[src/verilog/tpm_pkg.sv]
package tpm_pkg;

  // ---------------------------------------------------------------
  // geometry
  // ---------------------------------------------------------------
  localparam int          NCH        = 4;
  localparam int          ADR_LSB    = 2;
  localparam int          IDX_W      = 10;
  localparam int          CH_LSB     = 8;

  // ---------------------------------------------------------------
  // register index per channel (byte address = 4 * index)
  // ---------------------------------------------------------------
  localparam logic [7:0]  REG_UPD    = 8'hc2;
  localparam logic [7:0]  REG_IEN0   = 8'hc3;
  localparam logic [7:0]  REG_IEN1   = 8'hc4;
  localparam logic [7:0]  REG_FLG0   = 8'hc5;
  localparam logic [7:0]  REG_FLG1   = 8'hc6;
  localparam logic [7:0]  REG_TEST   = 8'hc7;
  localparam logic [7:0]  REG_ASTAT  = 8'hc8;
  localparam logic [7:0]  REG_ACTL   = 8'hc9;
  localparam logic [7:0]  REG_ADATA  = 8'hca;

  // ---------------------------------------------------------------
  // field layout and reset values
  // ---------------------------------------------------------------
  localparam int          UPD_MAN_B  = 1;
  localparam int          UPD_AUTO_B = 0;
  localparam logic [7:0]  UPD_MASK   = 8'h03;
  localparam logic [7:0]  IEN0_MASK  = 8'h9f;
  localparam logic [7:0]  IEN1_MASK  = 8'h01;
  localparam logic [7:0]  TEST_MASK  = 8'h0f;
  localparam int          TEST_EN_B  = 0;
  localparam int          BUSY_B     = 0;
  localparam int          ACTL_RNW_B = 7;
  localparam int          ACTL_ADR_W = 7;
  localparam int          TEST_DIR_B = 1;
  localparam int          TEST_MOD_B = 2;
  localparam logic [7:0]  RST_BYTE   = 8'h00;
  localparam logic [6:0]  ADR_LO0    = 7'h01;
  localparam logic [6:0]  ADR_HI0    = 7'h18;
  localparam logic [6:0]  ADR_LO1    = 7'h21;
  localparam logic [6:0]  ADR_HI1    = 7'h38;
  localparam logic [6:0]  ADR_LO2    = 7'h41;
  localparam logic [6:0]  ADR_HI2    = 7'h58;

  // ---------------------------------------------------------------
  // timing
  // ---------------------------------------------------------------
  localparam int          CLK_KHZ    = 10000;
  localparam int          UPD_PER_MS = 1000;
  localparam int          UPD_CYCLES = UPD_PER_MS * CLK_KHZ;
  localparam int          TICK_W     = 24;

  // ---------------------------------------------------------------
  // types
  // ---------------------------------------------------------------
  typedef enum logic [1:0] {
    TPM_MODE_UNFRAMED = 2'b00,
    TPM_MODE_BIT8     = 2'b01,
    TPM_MODE_BIT7     = 2'b10,
    TPM_MODE_RSVD     = 2'b11
  } tpm_mode_t;

  typedef struct packed {
    logic       pattern_err;
    logic       dds_err;
    logic       align_change;
    logic       out_of_frame;
    logic       framing_err;
    logic       crc_err;
    logic       line_code;
  } tpm_ovf_t;

  typedef struct packed {
    tpm_ovf_t   ovf;
    logic       ind_ack;
    logic [7:0] ind_rdata;
  } tpm_chan_in_t;

  typedef struct packed {
    logic       snapshot;
    logic       test_start;
    tpm_mode_t  test_mode;
    logic       test_dir;
    logic       ind_req;
    logic       ind_rnw;
    logic [6:0] ind_addr;
    logic [7:0] ind_wdata;
  } tpm_chan_out_t;

endpackage : tpm_pkg

[src/verilog/tpm_regs.sv]
// Register access over Wishbone was left to the implementer.
`timescale 1ns/10ps
module tpm_regs
  import tpm_pkg::*;
#(
  parameter int SEC_CYCLES = UPD_CYCLES
) (
  // clock and reset
  input  wire logic                    clk_i,
  input  wire logic                    rst_i,
  // wishbone slave
  input  wire logic                    wb_cyc_i,
  input  wire logic                    wb_stb_i,
  input  wire logic                    wb_we_i,
  input  wire logic [31:0]             wb_adr_i,
  input  wire logic [3:0]              wb_sel_i,
  input  wire logic [31:0]             wb_dat_i,
  output logic      [31:0]             wb_dat_o,
  output logic                         wb_ack_o,
  // per-channel side
  input  wire tpm_chan_in_t [NCH-1:0]  chan_i,
  output tpm_chan_out_t     [NCH-1:0]  chan_o,
  // interrupt
  output logic                         int_o
);

  // ---------------------------------------------------------------
  // bus decode
  // ---------------------------------------------------------------
  logic             ack_r;
  logic [31:0]      dat_r;
  wire  [IDX_W-1:0] idx      = wb_adr_i[IDX_W+ADR_LSB-1:ADR_LSB];
  wire  [1:0]       ch_sel   = idx[IDX_W-1:CH_LSB];
  wire  [7:0]       reg_sel  = idx[CH_LSB-1:0];
  wire              adr_ok   = (wb_adr_i[31:IDX_W+ADR_LSB] == '0);
  wire              req      = wb_cyc_i & wb_stb_i;
  wire              wr_now   = req & wb_we_i & ack_r & wb_sel_i[0] & adr_ok;
  wire  [7:0]       wbyte    = wb_dat_i[7:0];

  // ---------------------------------------------------------------
  // one second tick
  // ---------------------------------------------------------------
  logic [TICK_W-1:0] tick_cnt_r;
  logic              tick_r;
  wire               tick_end = (tick_cnt_r == TICK_W'(SEC_CYCLES - 1));

  // free-running count of one update period
  always_ff @(posedge clk_i) begin
    if (rst_i) begin
      tick_cnt_r <= '0;
    end else if (tick_end) begin
      tick_cnt_r <= '0;
    end else begin
      tick_cnt_r <= tick_cnt_r + 1'b1;
    end
  end

  // one-cycle pulse at the end of each period
  always_ff @(posedge clk_i) begin
    if (rst_i) begin
      tick_r <= 1'b0;
    end else begin
      tick_r <= tick_end;
    end
  end

  // ---------------------------------------------------------------
  // per-channel register sets
  // ---------------------------------------------------------------
  logic [7:0] rd_byte [NCH];
  logic [NCH-1:0] irq_ch;

  generate
    for (genvar g = 0; g < NCH; g++) begin : g_ch
      logic [7:0] upd_r;
      logic [7:0] ien0_r;
      logic [7:0] ien1_r;
      logic [7:0] flg0_r;
      logic [7:0] flg1_r;
      logic [7:0] test_r;
      logic [7:0] actl_r;
      logic [7:0] adata_r;
      logic       busy_r;
      logic       snap_r;
      logic       start_r;
      logic [7:0] flg0_nxt;
      logic [7:0] flg1_nxt;

      // ---------------------------------------------------------------
      // write strobes
      // ---------------------------------------------------------------
      wire        ch_hit   = wr_now & (ch_sel == 2'(g));
      wire        wr_upd   = ch_hit & (reg_sel == REG_UPD);
      wire        wr_ien0  = ch_hit & (reg_sel == REG_IEN0);
      wire        wr_ien1  = ch_hit & (reg_sel == REG_IEN1);
      wire        wr_flg0  = ch_hit & (reg_sel == REG_FLG0);
      wire        wr_flg1  = ch_hit & (reg_sel == REG_FLG1);
      wire        wr_test  = ch_hit & (reg_sel == REG_TEST);
      wire        wr_actl  = ch_hit & (reg_sel == REG_ACTL);
      wire        wr_adata = ch_hit & (reg_sel == REG_ADATA);
      wire tpm_ovf_t ev    = chan_i[g].ovf;

      // ---------------------------------------------------------------
      // indirect access launch
      // ---------------------------------------------------------------
      // address range check
      wire [ACTL_ADR_W-1:0] tadr = wbyte[ACTL_ADR_W-1:0];
      wire        in_rng0  = (tadr >= ADR_LO0) && (tadr <= ADR_HI0);
      wire        in_rng1  = (tadr >= ADR_LO1) && (tadr <= ADR_HI1);
      wire        in_rng2  = (tadr >= ADR_LO2) && (tadr <= ADR_HI2);
      wire        adr_vld  = in_rng0 | in_rng1 | in_rng2;
      // start only when idle and valid
      wire        acc_go   = wr_actl & ~busy_r & adr_vld;
      // ack while idle is ignored
      wire        acc_done = busy_r & chan_i[g].ind_ack;

      // ---------------------------------------------------------------
      // edge detectors
      // ---------------------------------------------------------------
      // manual rising edge
      wire        man_rise = wr_upd & wbyte[UPD_MAN_B] & ~upd_r[UPD_MAN_B];
      wire        auto_upd = tick_r & upd_r[UPD_AUTO_B];
      wire        go_rise  = wr_test & wbyte[TEST_EN_B] & ~test_r[TEST_EN_B];

      // ---------------------------------------------------------------
      // flag next values
      // ---------------------------------------------------------------
      // write one clears
      wire [7:0]  clr0     = {8{wr_flg0}} & wbyte & IEN0_MASK;
      wire [7:0]  clr1     = {8{wr_flg1}} & wbyte & IEN1_MASK;
      wire [7:0]  set0     = {ev.pattern_err, 2'b00, ev.dds_err, ev.align_change,
                              ev.out_of_frame, ev.framing_err, ev.crc_err};
      // line code event in bit zero
      wire [7:0]  set1     = {7'h00, ev.line_code};

      // set wins over a clear in the same cycle
      assign flg0_nxt = (flg0_r & ~clr0) | set0;
      assign flg1_nxt = (flg1_r & ~clr1) | set1;

      // ---------------------------------------------------------------
      // monitor update control
      // ---------------------------------------------------------------
      always_ff @(posedge clk_i) begin
        if (rst_i) begin
          upd_r <= RST_BYTE;
        end else if (wr_upd) begin
          upd_r <= wbyte & UPD_MASK;
        end
      end

      // ---------------------------------------------------------------
      // first interrupt enable
      // ---------------------------------------------------------------
      always_ff @(posedge clk_i) begin
        if (rst_i) begin
          ien0_r <= RST_BYTE;
        end else if (wr_ien0) begin
          ien0_r <= wbyte & IEN0_MASK;
        end
      end

      // ---------------------------------------------------------------
      // second interrupt enable
      // ---------------------------------------------------------------
      always_ff @(posedge clk_i) begin
        if (rst_i) begin
          ien1_r <= RST_BYTE;
        end else if (wr_ien1) begin
          ien1_r <= wbyte & IEN1_MASK;
        end
      end

      // ---------------------------------------------------------------
      // first overflow flags
      // ---------------------------------------------------------------
      always_ff @(posedge clk_i) begin
        if (rst_i) begin
          flg0_r <= RST_BYTE;
        end else begin
          flg0_r <= flg0_nxt;
        end
      end

      // ---------------------------------------------------------------
      // second overflow flags
      // ---------------------------------------------------------------
      always_ff @(posedge clk_i) begin
        if (rst_i) begin
          flg1_r <= RST_BYTE;
        end else begin
          flg1_r <= flg1_nxt;
        end
      end

      // ---------------------------------------------------------------
      // test configuration
      // ---------------------------------------------------------------
      // mode and direction
      always_ff @(posedge clk_i) begin
        if (rst_i) begin
          test_r <= RST_BYTE;
        end else if (wr_test) begin
          test_r <= wbyte & TEST_MASK;
        end
      end

      // ---------------------------------------------------------------
      // snapshot strobe
      // ---------------------------------------------------------------
      // one-cycle refresh request
      always_ff @(posedge clk_i) begin
        if (rst_i) begin
          snap_r <= 1'b0;
        end else begin
          snap_r <= man_rise | auto_upd;
        end
      end

      // ---------------------------------------------------------------
      // start strobe
      // ---------------------------------------------------------------
      // one-cycle start request
      always_ff @(posedge clk_i) begin
        if (rst_i) begin
          start_r <= 1'b0;
        end else begin
          start_r <= go_rise;
        end
      end

      // ---------------------------------------------------------------
      // access busy
      // ---------------------------------------------------------------
      // busy from launch to completion
      always_ff @(posedge clk_i) begin
        if (rst_i) begin
          busy_r <= 1'b0;
        end else if (acc_go) begin
          busy_r <= 1'b1;
        end else if (acc_done) begin
          busy_r <= 1'b0;
        end
      end

      // ---------------------------------------------------------------
      // access control
      // ---------------------------------------------------------------
      // control frozen while busy
      always_ff @(posedge clk_i) begin
        if (rst_i) begin
          actl_r <= RST_BYTE;
        end else if (wr_actl & ~busy_r) begin
          actl_r <= wbyte;
        end
      end

      // ---------------------------------------------------------------
      // access data
      // ---------------------------------------------------------------
      always_ff @(posedge clk_i) begin
        if (rst_i) begin
          adata_r <= RST_BYTE;
        end else if (acc_done & actl_r[ACTL_RNW_B]) begin
          adata_r <= chan_i[g].ind_rdata;
        end else if (wr_adata & ~busy_r) begin
          adata_r <= wbyte;
        end
      end

      // ---------------------------------------------------------------
      // interrupt and channel outputs
      // ---------------------------------------------------------------
      // enable gating
      wire        irq0     = |(flg0_r & ien0_r);
      wire        irq1     = |(flg1_r & ien1_r);
      assign irq_ch[g] = irq0 | irq1;

      assign chan_o[g].ind_rnw    = actl_r[ACTL_RNW_B];
      assign chan_o[g].ind_addr   = actl_r[ACTL_ADR_W-1:0];
      assign chan_o[g].ind_wdata  = adata_r;
      assign chan_o[g].ind_req    = busy_r;
      assign chan_o[g].snapshot   = snap_r;
      assign chan_o[g].test_start = start_r;
      assign chan_o[g].test_mode  = tpm_mode_t'(test_r[TEST_MOD_B +: 2]);
      assign chan_o[g].test_dir   = test_r[TEST_DIR_B];

      // ---------------------------------------------------------------
      // read select
      // ---------------------------------------------------------------
      always_comb begin
        case (reg_sel)
          REG_UPD:   rd_byte[g] = upd_r;
          REG_IEN0:  rd_byte[g] = ien0_r;
          REG_IEN1:  rd_byte[g] = ien1_r;
          REG_FLG0:  rd_byte[g] = flg0_r;
          REG_FLG1:  rd_byte[g] = flg1_r;
          REG_TEST:  rd_byte[g] = test_r;
          REG_ASTAT: rd_byte[g] = {7'h00, busy_r};
          REG_ACTL:  rd_byte[g] = actl_r;
          REG_ADATA: rd_byte[g] = adata_r;
          default:   rd_byte[g] = 8'h00;
        endcase
      end
    end
  endgenerate

  // ---------------------------------------------------------------
  // bus response
  // ---------------------------------------------------------------
  wire [7:0] rd_sel = adr_ok ? rd_byte[ch_sel] : 8'h00;

  // request seen while ack low: answer one cycle later
  wire       take   = req & ~ack_r;

  always_ff @(posedge clk_i) begin
    if (rst_i) begin
      ack_r <= 1'b0;
    end else begin
      ack_r <= take;
    end
  end

  // read byte captured with the request, held until the next one
  always_ff @(posedge clk_i) begin
    if (rst_i) begin
      dat_r <= '0;
    end else if (take) begin
      dat_r <= {24'h000000, rd_sel};
    end
  end

  // interrupt level, one cycle behind the flags
  always_ff @(posedge clk_i) begin
    if (rst_i) begin
      int_o <= 1'b0;
    end else begin
      int_o <= |irq_ch;
    end
  end

  assign wb_ack_o = ack_r;
  assign wb_dat_o = dat_r;

endmodule : tpm_regs
[config.mk]
export PLATFORM = sky130hd
export DESIGN_NAME = tpm_regs
export DESIGN_NICKNAME = d
export VERILOG_FILES = /design/src/verilog/tpm_pkg.sv /design/src/verilog/tpm_regs.sv
export SDC_FILE = /design/constraint.sdc
export NUM_CORES = 1
export LEC_CHECK = 0
export BUFFER_PORTS_ARGS = -buffer_cell sky130_fd_sc_hd__buf_2
export CAP_MARGIN = 0
export CORE_ASPECT_RATIO = 0.8
export CORE_UTILIZATION = 50
export CTS_CLUSTER_DIAMETER = 80
export DETAILED_ROUTE_END_ITERATION = 8
export PLACE_DENSITY_LB_ADDON = 0.25
export SYNTH_ARGS = -nofsm -noshare
export SYNTH_HDL_FRONTEND = slang
export SYNTH_SLANG_ARGS = --single-unit
[constraint.sdc]
create_clock -name clk_i -period 2.96 [get_ports clk_i]
set_input_delay 0.296 -clock clk_i [delete_from_list [all_inputs] [get_ports clk_i]]
set_output_delay 0.296 -clock clk_i [all_outputs]
set_load 0.01 [all_outputs]
# Word-level counts from Yosys, hierarchy flattened

Index checks and enable logic that the tools add are counted.

Add/sub/neg operators: 1
Magnitude comparators: 7
Equal/unequal tests: 13
Muxes and demuxes: 24
Bitwise operators: 146
Reductions and logical operators: 23

Operators by type and width:

| cell                                                                             | number |
|---|---|
| 8-bit case mux with 9 select lines                                               | 4 |
| 8-bit AND                                                                        | 16 |
| 8-bit 2-to-1 mux                                                                 | 11 |
| 1-bit AND                                                                        | 86 |
| 8-bit equality test, second input constant                                       | 9 |
| 8-bit OR reduction                                                               | 8 |
| 8-bit by 1-bit AND with 8-bit output                                             | 4 |
| 1-bit inverter with 8-bit output                                                 | 4 |
| 8-bit inverter                                                                   | 4 |
| 8-bit by 1-bit bitwise OR with 8-bit output                                      | 4 |
| 8-bit bitwise OR                                                                 | 4 |
| 24-bit by 1-bit adder with 24-bit output, second input constant                  | 1 |
| 24-bit equality test, second input constant                                      | 1 |
| 20-bit logical NOT                                                               | 1 |
| 8-bit binary-select mux with 2-bit select                                        | 1 |
| 2-bit nonzero test                                                               | 8 |
| 1-bit inverter                                                                   | 13 |
| 1-bit bitwise OR                                                                 | 10 |
| 1-bit 2-to-1 mux                                                                 | 8 |
| 7-bit by 1-bit >= comparator with 1-bit output, second input constant            | 1 |
| 7-bit by 6-bit >= comparator with 1-bit output, second input constant            | 1 |
| 7-bit >= comparator, second input constant                                       | 1 |
| 7-bit by 5-bit less-or-equal comparator with 1-bit output, second input constant | 1 |
| 7-bit by 6-bit less-or-equal comparator with 1-bit output, second input constant | 1 |
| 9 further kinds                                                                  | 12 |

Bits in registers: 227
Input port bits: 137
Output and inout bits: 122
Word-level logic and storage cells: 263

# Logic depth before layout (Yosys ltp)

Gate-level depths: netlist of run 1.

Word-level depth: 11
Gate-level depth with buffers: 10
Depth with buffers taken out: 6

# Worst setup path after synthesis of run 1

Ideal clock, no wire load.

Path kind: in2reg
Start: input wb_adr_i[19]
End: register g_ch[2].actl_r[0]
Library setup time: 0.132 ns
Arrival: 2.049 ns
Required time: 2.828 ns
Slack: 0.779 ns
Cell stages on the path: 8
Path buffers: 2
Cells stage by stage: nor4_1 -> nand4_1 -> or4_1 -> clkbuf_1 -> or3_1 -> clkbuf_1 -> nand2_1 -> a21oi_1

Word-level cells in the longest chain between the ends: 5

RTL lines:

| item                 | RTL line        | source |
|---|---|---|
| start, declared      | tpm_regs.sv:15  | `input wire logic [31:0] wb_adr_i,` |
| 20-bit logical NOT   | tpm_regs.sv:35  | `wire adr_ok = (wb_adr_i[31:IDX_W+ADR_LSB] == '0);` |
| 1-bit AND            | tpm_regs.sv:37  | `wire wr_now = req & wb_we_i & ack_r & wb_sel_i[0] & adr_ok;` |
| 1-bit AND            | tpm_regs.sv:92  | `wire ch_hit = wr_now & (ch_sel == 2'(g));` |
| 1-bit AND            | tpm_regs.sv:99  | `wire wr_actl = ch_hit & (reg_sel == REG_ACTL);` |
| 1-bit AND            | tpm_regs.sv:252 | `end else if (wr_actl & ~busy_r) begin` |
| end signal, assigned | tpm_regs.sv:253 | `actl_r <= wbyte;` |
| end, declared        | tpm_regs.sv:81  | `logic [7:0] actl_r;` |

Every way passes these cells.
A chain may end at the register's enable or synchronous reset.

# Worst setup path in the final report of run 1

Start: register ack_r, in the netlist wb_ack_o
End: register g_ch[1].actl_r[7]

Word-level cells in the longest chain between the ends: 6

RTL lines:

| item                    | RTL line        | source |
|---|---|---|
| start, declared         | tpm_regs.sv:30  | `logic ack_r;` |
| start signal, assigned  | tpm_regs.sv:319 | `ack_r <= take;` |
| 1-bit AND (3 in series) | tpm_regs.sv:37  |  |
| 1-bit AND               | tpm_regs.sv:92  |  |
| 1-bit AND               | tpm_regs.sv:99  |  |
| 1-bit AND               | tpm_regs.sv:252 |  |
| end signal, assigned    | tpm_regs.sv:253 |  |
| end, declared           | tpm_regs.sv:81  |  |

Every way passes these cells.

==> key figures, run 1 <==
Routing
  • DRC violation total after the first TritonRoute iteration: 1170
  • Detailed-route wire length: 33.4 mm
  • Wire length per cell after detailed routing: 21.3 um
  • Vias after detailed routing: 9604
  • DRC errors left: 0
  • Iteration count of the initial detailed-routing pass: 6
  • Avg Vias per Cell: 6.12
  • Post-route antenna net violation count: 0

Die
  • Die H: 124 um
  • Number of standard-cell rows in the floorplan: 44
  • Number of primary I/O pins: 259
  • Floorplan Core Area: 18200 um2
  • Die width: 155 um
  • Effective utilization at floorplan: 51.2%
  • Die outline area: 19200 um2

Place
  • Post-placement setup slack: 0.186 ns
  • RD Place Congestion: 0.995
  • Quantity of I/O buffers inserted on ports: 205
  • Post-placement cell area: 10300 um2
  • Detail Placement HPWL: 23.9 mm
  • Number of cells after detailed placement: 1538

Synthesis
  • Register bit count reported by yosys: 191
  • Number of synthesized flops with an enable pin: 0
  • Post-Synthesis Mean Instance Area: 8.08 um2
  • Leading cell types by total area after synthesis: sky130_fd_sc_hd__dfxtp_1, sky130_fd_sc_hd__mux2i_1, sky130_fd_sc_hd__nand2_1
  • Share of the synthesized area in the top cell type: 41.0%
  • Dominant cell by count in the synthesized netlist: sky130_fd_sc_hd__dfxtp_1
  • Commonest cells in the netlist: sky130_fd_sc_hd__dfxtp_1, sky130_fd_sc_hd__nand2_1, sky130_fd_sc_hd__nor2_1
  • Post-synthesis cell area: 9330 um2
  • Share of flip-flops with an asynchronous set or reset: 0%
  • Top flip-flop cell by instance count after synthesis: sky130_fd_sc_hd__dfxtp_1
  • Fraction of the yosys area taken by sequential cells: 41.0%
  • Count of distinct cell types in the synthesized netlist: 62
  • Syn. warnings: 0
  • Instance count of the mapped netlist: 1154
  • Cell type contributing the most total cell area after synthesis: sky130_fd_sc_hd__dfxtp_1

STA
  • Max-slew violation count: 0
  • Slew of the pin with the lowest slew margin: 0.826 ns
  • Remaining max-slew budget at the tightest pin: 44.7%
  • Final setup skew: 0.00782 ns
  • RSZ-0062 raised after global routing: false
  • Hold Violations, Final: 0
  • Final total negative setup slack: 0 ns
  • Endpoints failing setup: 0
  • Max Freq: 406 MHz
  • Final worst slack: 0.494 ns
  • Final critical-path share of the clock period: 83.3%
  • Final min period: 2.47 ns

Setup path
  • Arrival time of data at the critical path endpoint: 2.83 ns
  • Critical path's largest stage delay: 0.73 ns
  • Category of the most critical setup path: flip-flop to flip-flop
  • Worst-path cell chain: nand3_1 > or4_1 > nor3_2 > nand2_1 > a21oi_1
  • Endpoint type of the worst setup path: flip-flop
  • Critical-path cell with the highest stage delay: sky130_fd_sc_hd__or4_1
  • Largest fanout of any net on the critical path: 9
  • Buffers & Inverters on Critical Path: 0
  • Critical path data required time: 3.32 ns
  • Cell family with the largest share of critical-path delay: simple AND/OR/NAND/NOR gates
  • Startpoint kind of the worst setup timing path: flip-flop

Final layout
  • Share of layout cells above drive strength 1: 21.7%
  • Count of inserted antenna diode cells: 0
  • NumNets Final: 1442
  • FF/Latch Area: 3820 um2
  • Layout fillers: 1686
  • Area of the multi-input gates: 4810 um2
  • Synthesis-to-layout area growth: 17.5%
  • Cell Count, Final, Fillers Out: 1569
  • Final non-filler cell area: 11000 um2

Clock tree
  • Insertion delay to the later sink of the worst-skew pair: 0.44 ns
  • Clock transition at the register clock pins on the worst setup and hold paths after CTS: 0.07 ns
  • Library cell used as clock root buffer: sky130_fd_sc_hd__clkbuf_16
  • Number of setup buffers added after CTS: 0
  • Total of hold buffers inserted after clock tree synthesis: 0
  • Total clock sinks: 191
  • Clock tree buffer depth: 2
  • Cts repair resizes: 0
  • Number of H-tree branching levels: 4
  • Number of buffers created by CTS: 17
  • TritonCTS clock tree: done

Power
  • Sw frac: 24.6%
  • Power Density: 495 nW/um2
  • Internal Power: 4.09 mW
  • Reg power frac: 48.6%
  • Leakage Power: 4.33 nW
  • Overall power after layout: 5.42 mW
  • Clock network fraction of total power: 44.6%
  • Worst ir drop on vdd: 0.390 mV
  • Relative contribution of combinational cells to total power: 6.8%
  • Switching component of the power: 1.34 mW

GRT
  • Number of antenna violations at the first check in global routing: 0
  • Leftover overflow at the end of global routing: 0
  • Total global routing track utilization: 35.0%
  • Pin count of the biggest net entering global routing: 158
  • Via count of the first global-routing pass: 8626
  • Wire length of the first global-routing pass: 50.0 mm

Run
  • Max capacitance violation total: 0

Hold path
  • Type of the worst min-delay path: input port to flip-flop

Status
  • Run status: complete, no violations
==> registers in the layout (all words and copies together), names as in the netlist, 4 cells and up <==
name          flops
g_ch.busy_r       4
g_ch.flg0_r      24
tick_cnt_r       24
g_ch.ien1_r       4
g_ch.snap_r       4
wb_dat_o          8
g_ch.ien0_r      24
g_ch.start_r      4
g_ch.adata_r     32
g_ch.actl_r      32
g_ch.upd_r        8
g_ch.test_r      16
g_ch.flg1_r       4
==> kinds of logic (layout without fill, tap and decap cells) <==
family,Yosys count,in the layout,share of synthesized area (%)
AOI/OAI and AO/OA,270,270,18.7
xor gates and xnor gates,22,22,2.07
adders and majority gates,1,1,0.134
buffers and inverters,156,295,8.49
DFF,191,191,41.0
muxes,61,61,6.72
other,1,24,0.0402
and+or+nand+nor,452,452,22.8
==> cell type report <==
cell class              instances  area share, %
clock buffers                  18           4.01
clock inverters                13           1.60
inverters                      26          0.891
multi-input cells             830           43.9
flip-flops and latches        191           34.9
well taps                     253           2.89
repair buffers                238           11.8
==> power groups by stage <==
stage	Combinational (mW)	Sequential, mW	Clock (mW)
after global placement	0.350	2.69	0
after floorplan	0.212	2.68	0
after detailed placement	0.352	2.69	0
final	0.367	2.64	2.42
after global routing	0.391	2.64	2.53
after CTS	0.353	2.63	2.42
==> final timing paths <==
kind / cells after the start / from / slack [ns] / endpoint
worst min-delay path: 3 / chan_i[62] / 0.07 / g_ch[3].flg0_r[4]$_SDFF_PP0_
worst max-delay path: 5 / wb_ack_o$_SDFF_PP0_ / 0.49 / g_ch[1].actl_r[7]$_SDFFE_PP0P_
worst max register to register: 5 / wb_ack_o$_SDFF_PP0_ / 0.49 / g_ch[1].actl_r[7]$_SDFFE_PP0P_
worst min register to register: 2 / g_ch[2].actl_r[6]$_SDFFE_PP0P_ / 0.46 / g_ch[2].actl_r[6]$_SDFFE_PP0P_
==> tightest hold or removal path, cell delays in order <==
cell	delay, ns
sky130_fd_sc_hd__buf_2	0.08
sky130_fd_sc_hd__a21oi_1	0.03
sky130_fd_sc_hd__nor2_1	0.07
==> routing by layer <==
metal / GRT usage [%] / routed length, um / up-vias / part of all wire, %
li1: - / - / 4340 / -
met1: 46.9 / 13400 / 4470 / 40
met2: 52.3 / 14200 / 715 / 42
met3: 11.1 / 4790 / 79 / 14
met4: 13.7 / 1070 / 0 / 3.2
met5: 0 / 0 / - / 0
==> layout by cell type, fill, tap and decap left out, drive strengths merged, types with 3 or more instances in the layout <==
master    instances
a21boi            4
mux2              3
a22oi            38
a221oi           16
or3               8
nor2b             8
inv              31
nor3             20
bufinv            3
nand4            14
clkinvlp          4
nor3b             3
o21ai            45
mux2i            57
a32oi             5
clkbuf           18
o31ai             5
and2              3
a211oi            9
nor2            135
xnor2             6
o211ai            6
and3             13
o2111ai           6
a22o              6
nand2           141
a311oi           16
a221o             5
nor4             11
a21oi           100
conb             24
nor4b             3
dfxtp           191
nand3            67
nand3b            4
xor2             16
buf             238
nand2b            9
==> metrics by stage <==
stage,util [%],hold slack (ns)
5_1_grt,60.1,0.0670
6_report,60.1,0.0683
4_1_cts,60.1,0.0599
2_1_floorplan,-,0.409
3_3_place_gp,56.7,0.451
3_5_place_dp,56.7,0.456
No activity file was read; power rests on OpenSTA's default activity.
==> inputs of run 2 (changes only) <==
--- a/config.mk
+++ b/config.mk
@@ -8,7 +8,7 @@
 export BUFFER_PORTS_ARGS = -buffer_cell sky130_fd_sc_hd__buf_2
 export CAP_MARGIN = 0
 export CORE_ASPECT_RATIO = 0.8
-export CORE_UTILIZATION = 50
+export CORE_UTILIZATION = 48
 export CTS_CLUSTER_DIAMETER = 80
 export DETAILED_ROUTE_END_ITERATION = 8
 export PLACE_DENSITY_LB_ADDON = 0.25
==> constraint.sdc (replaced) <==
create_clock -name clk_i -period 2.25 [get_ports clk_i]
set_input_delay 0.225 -clock clk_i [delete_from_list [all_inputs] [get_ports clk_i]]
set_output_delay 0.225 -clock clk_i [all_outputs]
set_load 0.01 [all_outputs]
==> run 2 against run 1 <==
Sequential share of layout area is 1.3 points lower. Worst setup slack worse by 0.28 ns. Critical endpoint is now g_ch[2].test_r[2]$_SDFFE_PP0P_. Critical path type is now input port to flip-flop. Register-to-register slack worse by 0.24 ns.
==> key figures, run 2 (synthesis gave the netlist of run 1 again) <==
Setup path
  • Startpoint kind of the worst setup timing path: input port
  • Critical-path cell with the highest stage delay: sky130_fd_sc_hd__or4_1
  • Worst-path cell chain: buf_2 > nor4_1 > nand4_1 > or4_1 > buf_12 > nor2_1 > buf_4 > mux2i_1 > nor2_1
  • Worst path most repeated cell: sky130_fd_sc_hd__nor2_1
  • Category of the most critical setup path: input port to flip-flop
  • Largest fanout of any net on the critical path: 13 (+4)
  • Arrival time of data at the critical path endpoint: 2.34 ns (-0.49 ns)
  • Endpoint type of the worst setup path: flip-flop
  • R2r startpoint: wb_ack_o$_SDFF_PP0_
  • Critical path's largest stage delay: 0.65 ns (-0.08 ns)
  • Critical path data required time: 2.55 ns (-0.77 ns)
  • Critical Path Start: wb_adr_i[19]

Place
  • Number of cells after detailed placement: 1582 (+2.9%)
  • RD Place Congestion: 0.958 (-3.6%)
  • Post-placement cell area: 10800 um2 (+4.0%)
  • Post-placement setup slack: -0.233 ns (-0.419 ns)
  • Detail Placement HPWL: 24.6 mm (+2.9%)
  • Quantity of I/O buffers inserted on ports: 205 (unchanged)

Hold path
  • Type of the worst min-delay path: input port to flip-flop
  • Launch point of the worst hold path: chan_i[57]

Final layout
  • Final non-filler cell area: 11400 um2 (+3.8%)
  • Leading cell types in the layout, fill and taps excluded: sky130_fd_sc_hd__buf_2, sky130_fd_sc_hd__dfxtp_1, sky130_fd_sc_hd__nand2_1, sky130_fd_sc_hd__nor2_1, sky130_fd_sc_hd__a21oi_1
  • FF/Latch Area: 3820 um2 (unchanged)
  • Count of inserted antenna diode cells: 0 (unchanged)
  • Synthesis-to-layout area growth: 22.0%
  • Cell Count, Final, Fillers Out: 1620 (+3.3%)
  • Share of layout cells above drive strength 1: 23.9% (+2.2 points)
  • NumNets Final: 1487 (+3.1%)
  • Final standard cell utilization of the core: 59.9% (-0.18 points)
  • Most common cell after layout, fill and taps aside: sky130_fd_sc_hd__buf_2
  • Layout fillers: 1755 (+4.1%)
  • Area of the multi-input gates: 4820 um2 (+0.13%)
  • Registers with the most flip-flops: g_ch.actl_r (32), g_ch.adata_r (32)

STA
  • Final min period: 2.04 ns
  • Remaining max-slew budget at the tightest pin: 49.0% (+4.4 points)
  • Final critical-path share of the clock period: 90.7%
  • Hold Violations, Final: 0 (unchanged)
  • RSZ-0062 raised after global routing: false
  • Max-slew violation count: 0 (unchanged)
  • Final setup skew: 0.0115 ns (+0.00369 ns)
  • Max Freq: 490 MHz
  • Final worst slack: 0.210 ns (-0.284 ns)
  • Endpoints failing setup: 0 (unchanged)
  • Final total negative setup slack: 0 ns (unchanged)
  • Slew of the pin with the lowest slew margin: 0.765 ns (-0.0614 ns)

Die
  • Floorplan Core Area: 19000 um2 (+4.1%)
  • Number of primary I/O pins: 259 (unchanged)
  • Effective utilization at floorplan: 49.1% (-2.0 points)
  • Die width: 158 um (+2.0%)
  • Number of standard-cell rows in the floorplan: 45 (+2.3%)
  • Die outline area: 20000 um2 (+4.1%)
  • Die H: 127 um (+2.0%)

Power
  • Power Density: 605 nW/um2 (+22%)
  • Worst ir drop on vdd: 0.356 mV (-8.6%)
  • Leakage Power: 4.56 nW (+5.2%)

Routing
  • Wire length per cell after detailed routing: 20.5 um (-3.6%)
  • Top metal layer carrying routed signals: met4
  • Iteration count of the initial detailed-routing pass: 6 (unchanged)
  • DRC errors left: 0 (unchanged)
  • Vias after detailed routing: 9652 (+0.50%)
  • Post-route antenna net violation count: 0 (unchanged)
  • Detailed-route wire length on metal 1: 14.1 mm (+5.1%)
  • Routed wire length on met3: 4.42 mm (-7.7%)
  • Detailed-route wire length: 33.3 mm (-0.43%)
  • Avg Vias per Cell: 5.96 (-2.7%)
  • Detail Route met2 WL: 14.0 mm (-1.5%)
  • DRC violation total after the first TritonRoute iteration: 1147 (-2.0%)

Clock tree
  • Total clock sinks: 191 (unchanged)
  • Insertion delay to the later sink of the worst-skew pair: 0.45 ns (about the same)
  • Clock tree buffer depth: 2 (unchanged)
  • Clock transition at the register clock pins on the worst setup and hold paths after CTS: 0.07 ns (about the same)
  • Number of buffers created by CTS: 17 (unchanged)
  • Number of setup buffers added after CTS: 0 (unchanged)
  • TritonCTS clock tree: done
  • Number of H-tree branching levels: 4 (unchanged)
  • Library cell used as clock root buffer: sky130_fd_sc_hd__clkbuf_16

GRT
  • Wire length of the first global-routing pass: 50.1 mm (+0.12%)
  • Pin count of the biggest net entering global routing: 158 (unchanged)
  • Via count of the first global-routing pass: 8647 (+0.24%)
  • Number of antenna violations at the first check in global routing: 0 (unchanged)
  • Leftover overflow at the end of global routing: 0 (unchanged)
  • Total global routing track utilization: 33.7% (-1.3 points)

Run
  • Max capacitance violation total: 0 (unchanged)

Status
  • Run status: complete, no violations
[run 2: what timing repair did]
item,4_1_cts,5_1_grt
endpoints found under the hold margin,6,0
resized for setup,0,1
hold buffers,6,0
endpoints found under the setup margin,0,12
[run 2: path summary, 6_finish.rpt]
path / slack, ns / cells past startpoint / endpoint
worst max-delay path: 0.21 / 9 / g_ch[2].test_r[2]$_SDFFE_PP0P_
worst min-delay path: 0.007 / 3 / g_ch[3].flg1_r[0]$_SDFF_PP0_
worst max register to register: 0.25 / 7 / g_ch[2].test_r[2]$_SDFFE_PP0P_
worst min register to register: 0.44 / 2 / wb_dat_o[5]$_SDFFE_PP0P_
[run 2: layout make-up]
class                      count  share of cell area (%)
sequential                   191                    33.6
timing repair buffer         283                    15.4
clock inverter                14                    1.10
inverter                      26                   0.858
multi-input combinational    830                    42.4
tap                          258                    2.84
clock buffer                  18                    3.77
[run 2: worst max-delay path: cells and delay by family]
kind,cells,cell delay (ns)
AND/OR/NAND/NOR,5,1.45
buffers and inverters,3,0.49
multiplexers,1,0.19
[run 2: power by group]
part	leakage (nW)	internal [mW]	switching, mW
logic	2.75	0.181	0.329
registers	1.55	3.42	0.0466
clock network	0.259	1.45	1.45
[run 2: routing by layer]
metal  global-route usage (%)  vias to the layer above
met3                     10.9                       70
met2                     50.0                      628
met1                     45.9                     4530
met5                        0                        -
li1                         -                     4424
met4                     10.9                        0
[run 2: per-stage QoR]
step / hold WS (ns) / power (mW)
global placement: 0.422 / 4.02
floorplan: 0.342 / 3.80
finish: 0.00670 / 6.88
CTS: 0.00275 / 6.88
detailed placement: 0.429 / 4.03
global route: 0.00620 / 7.07
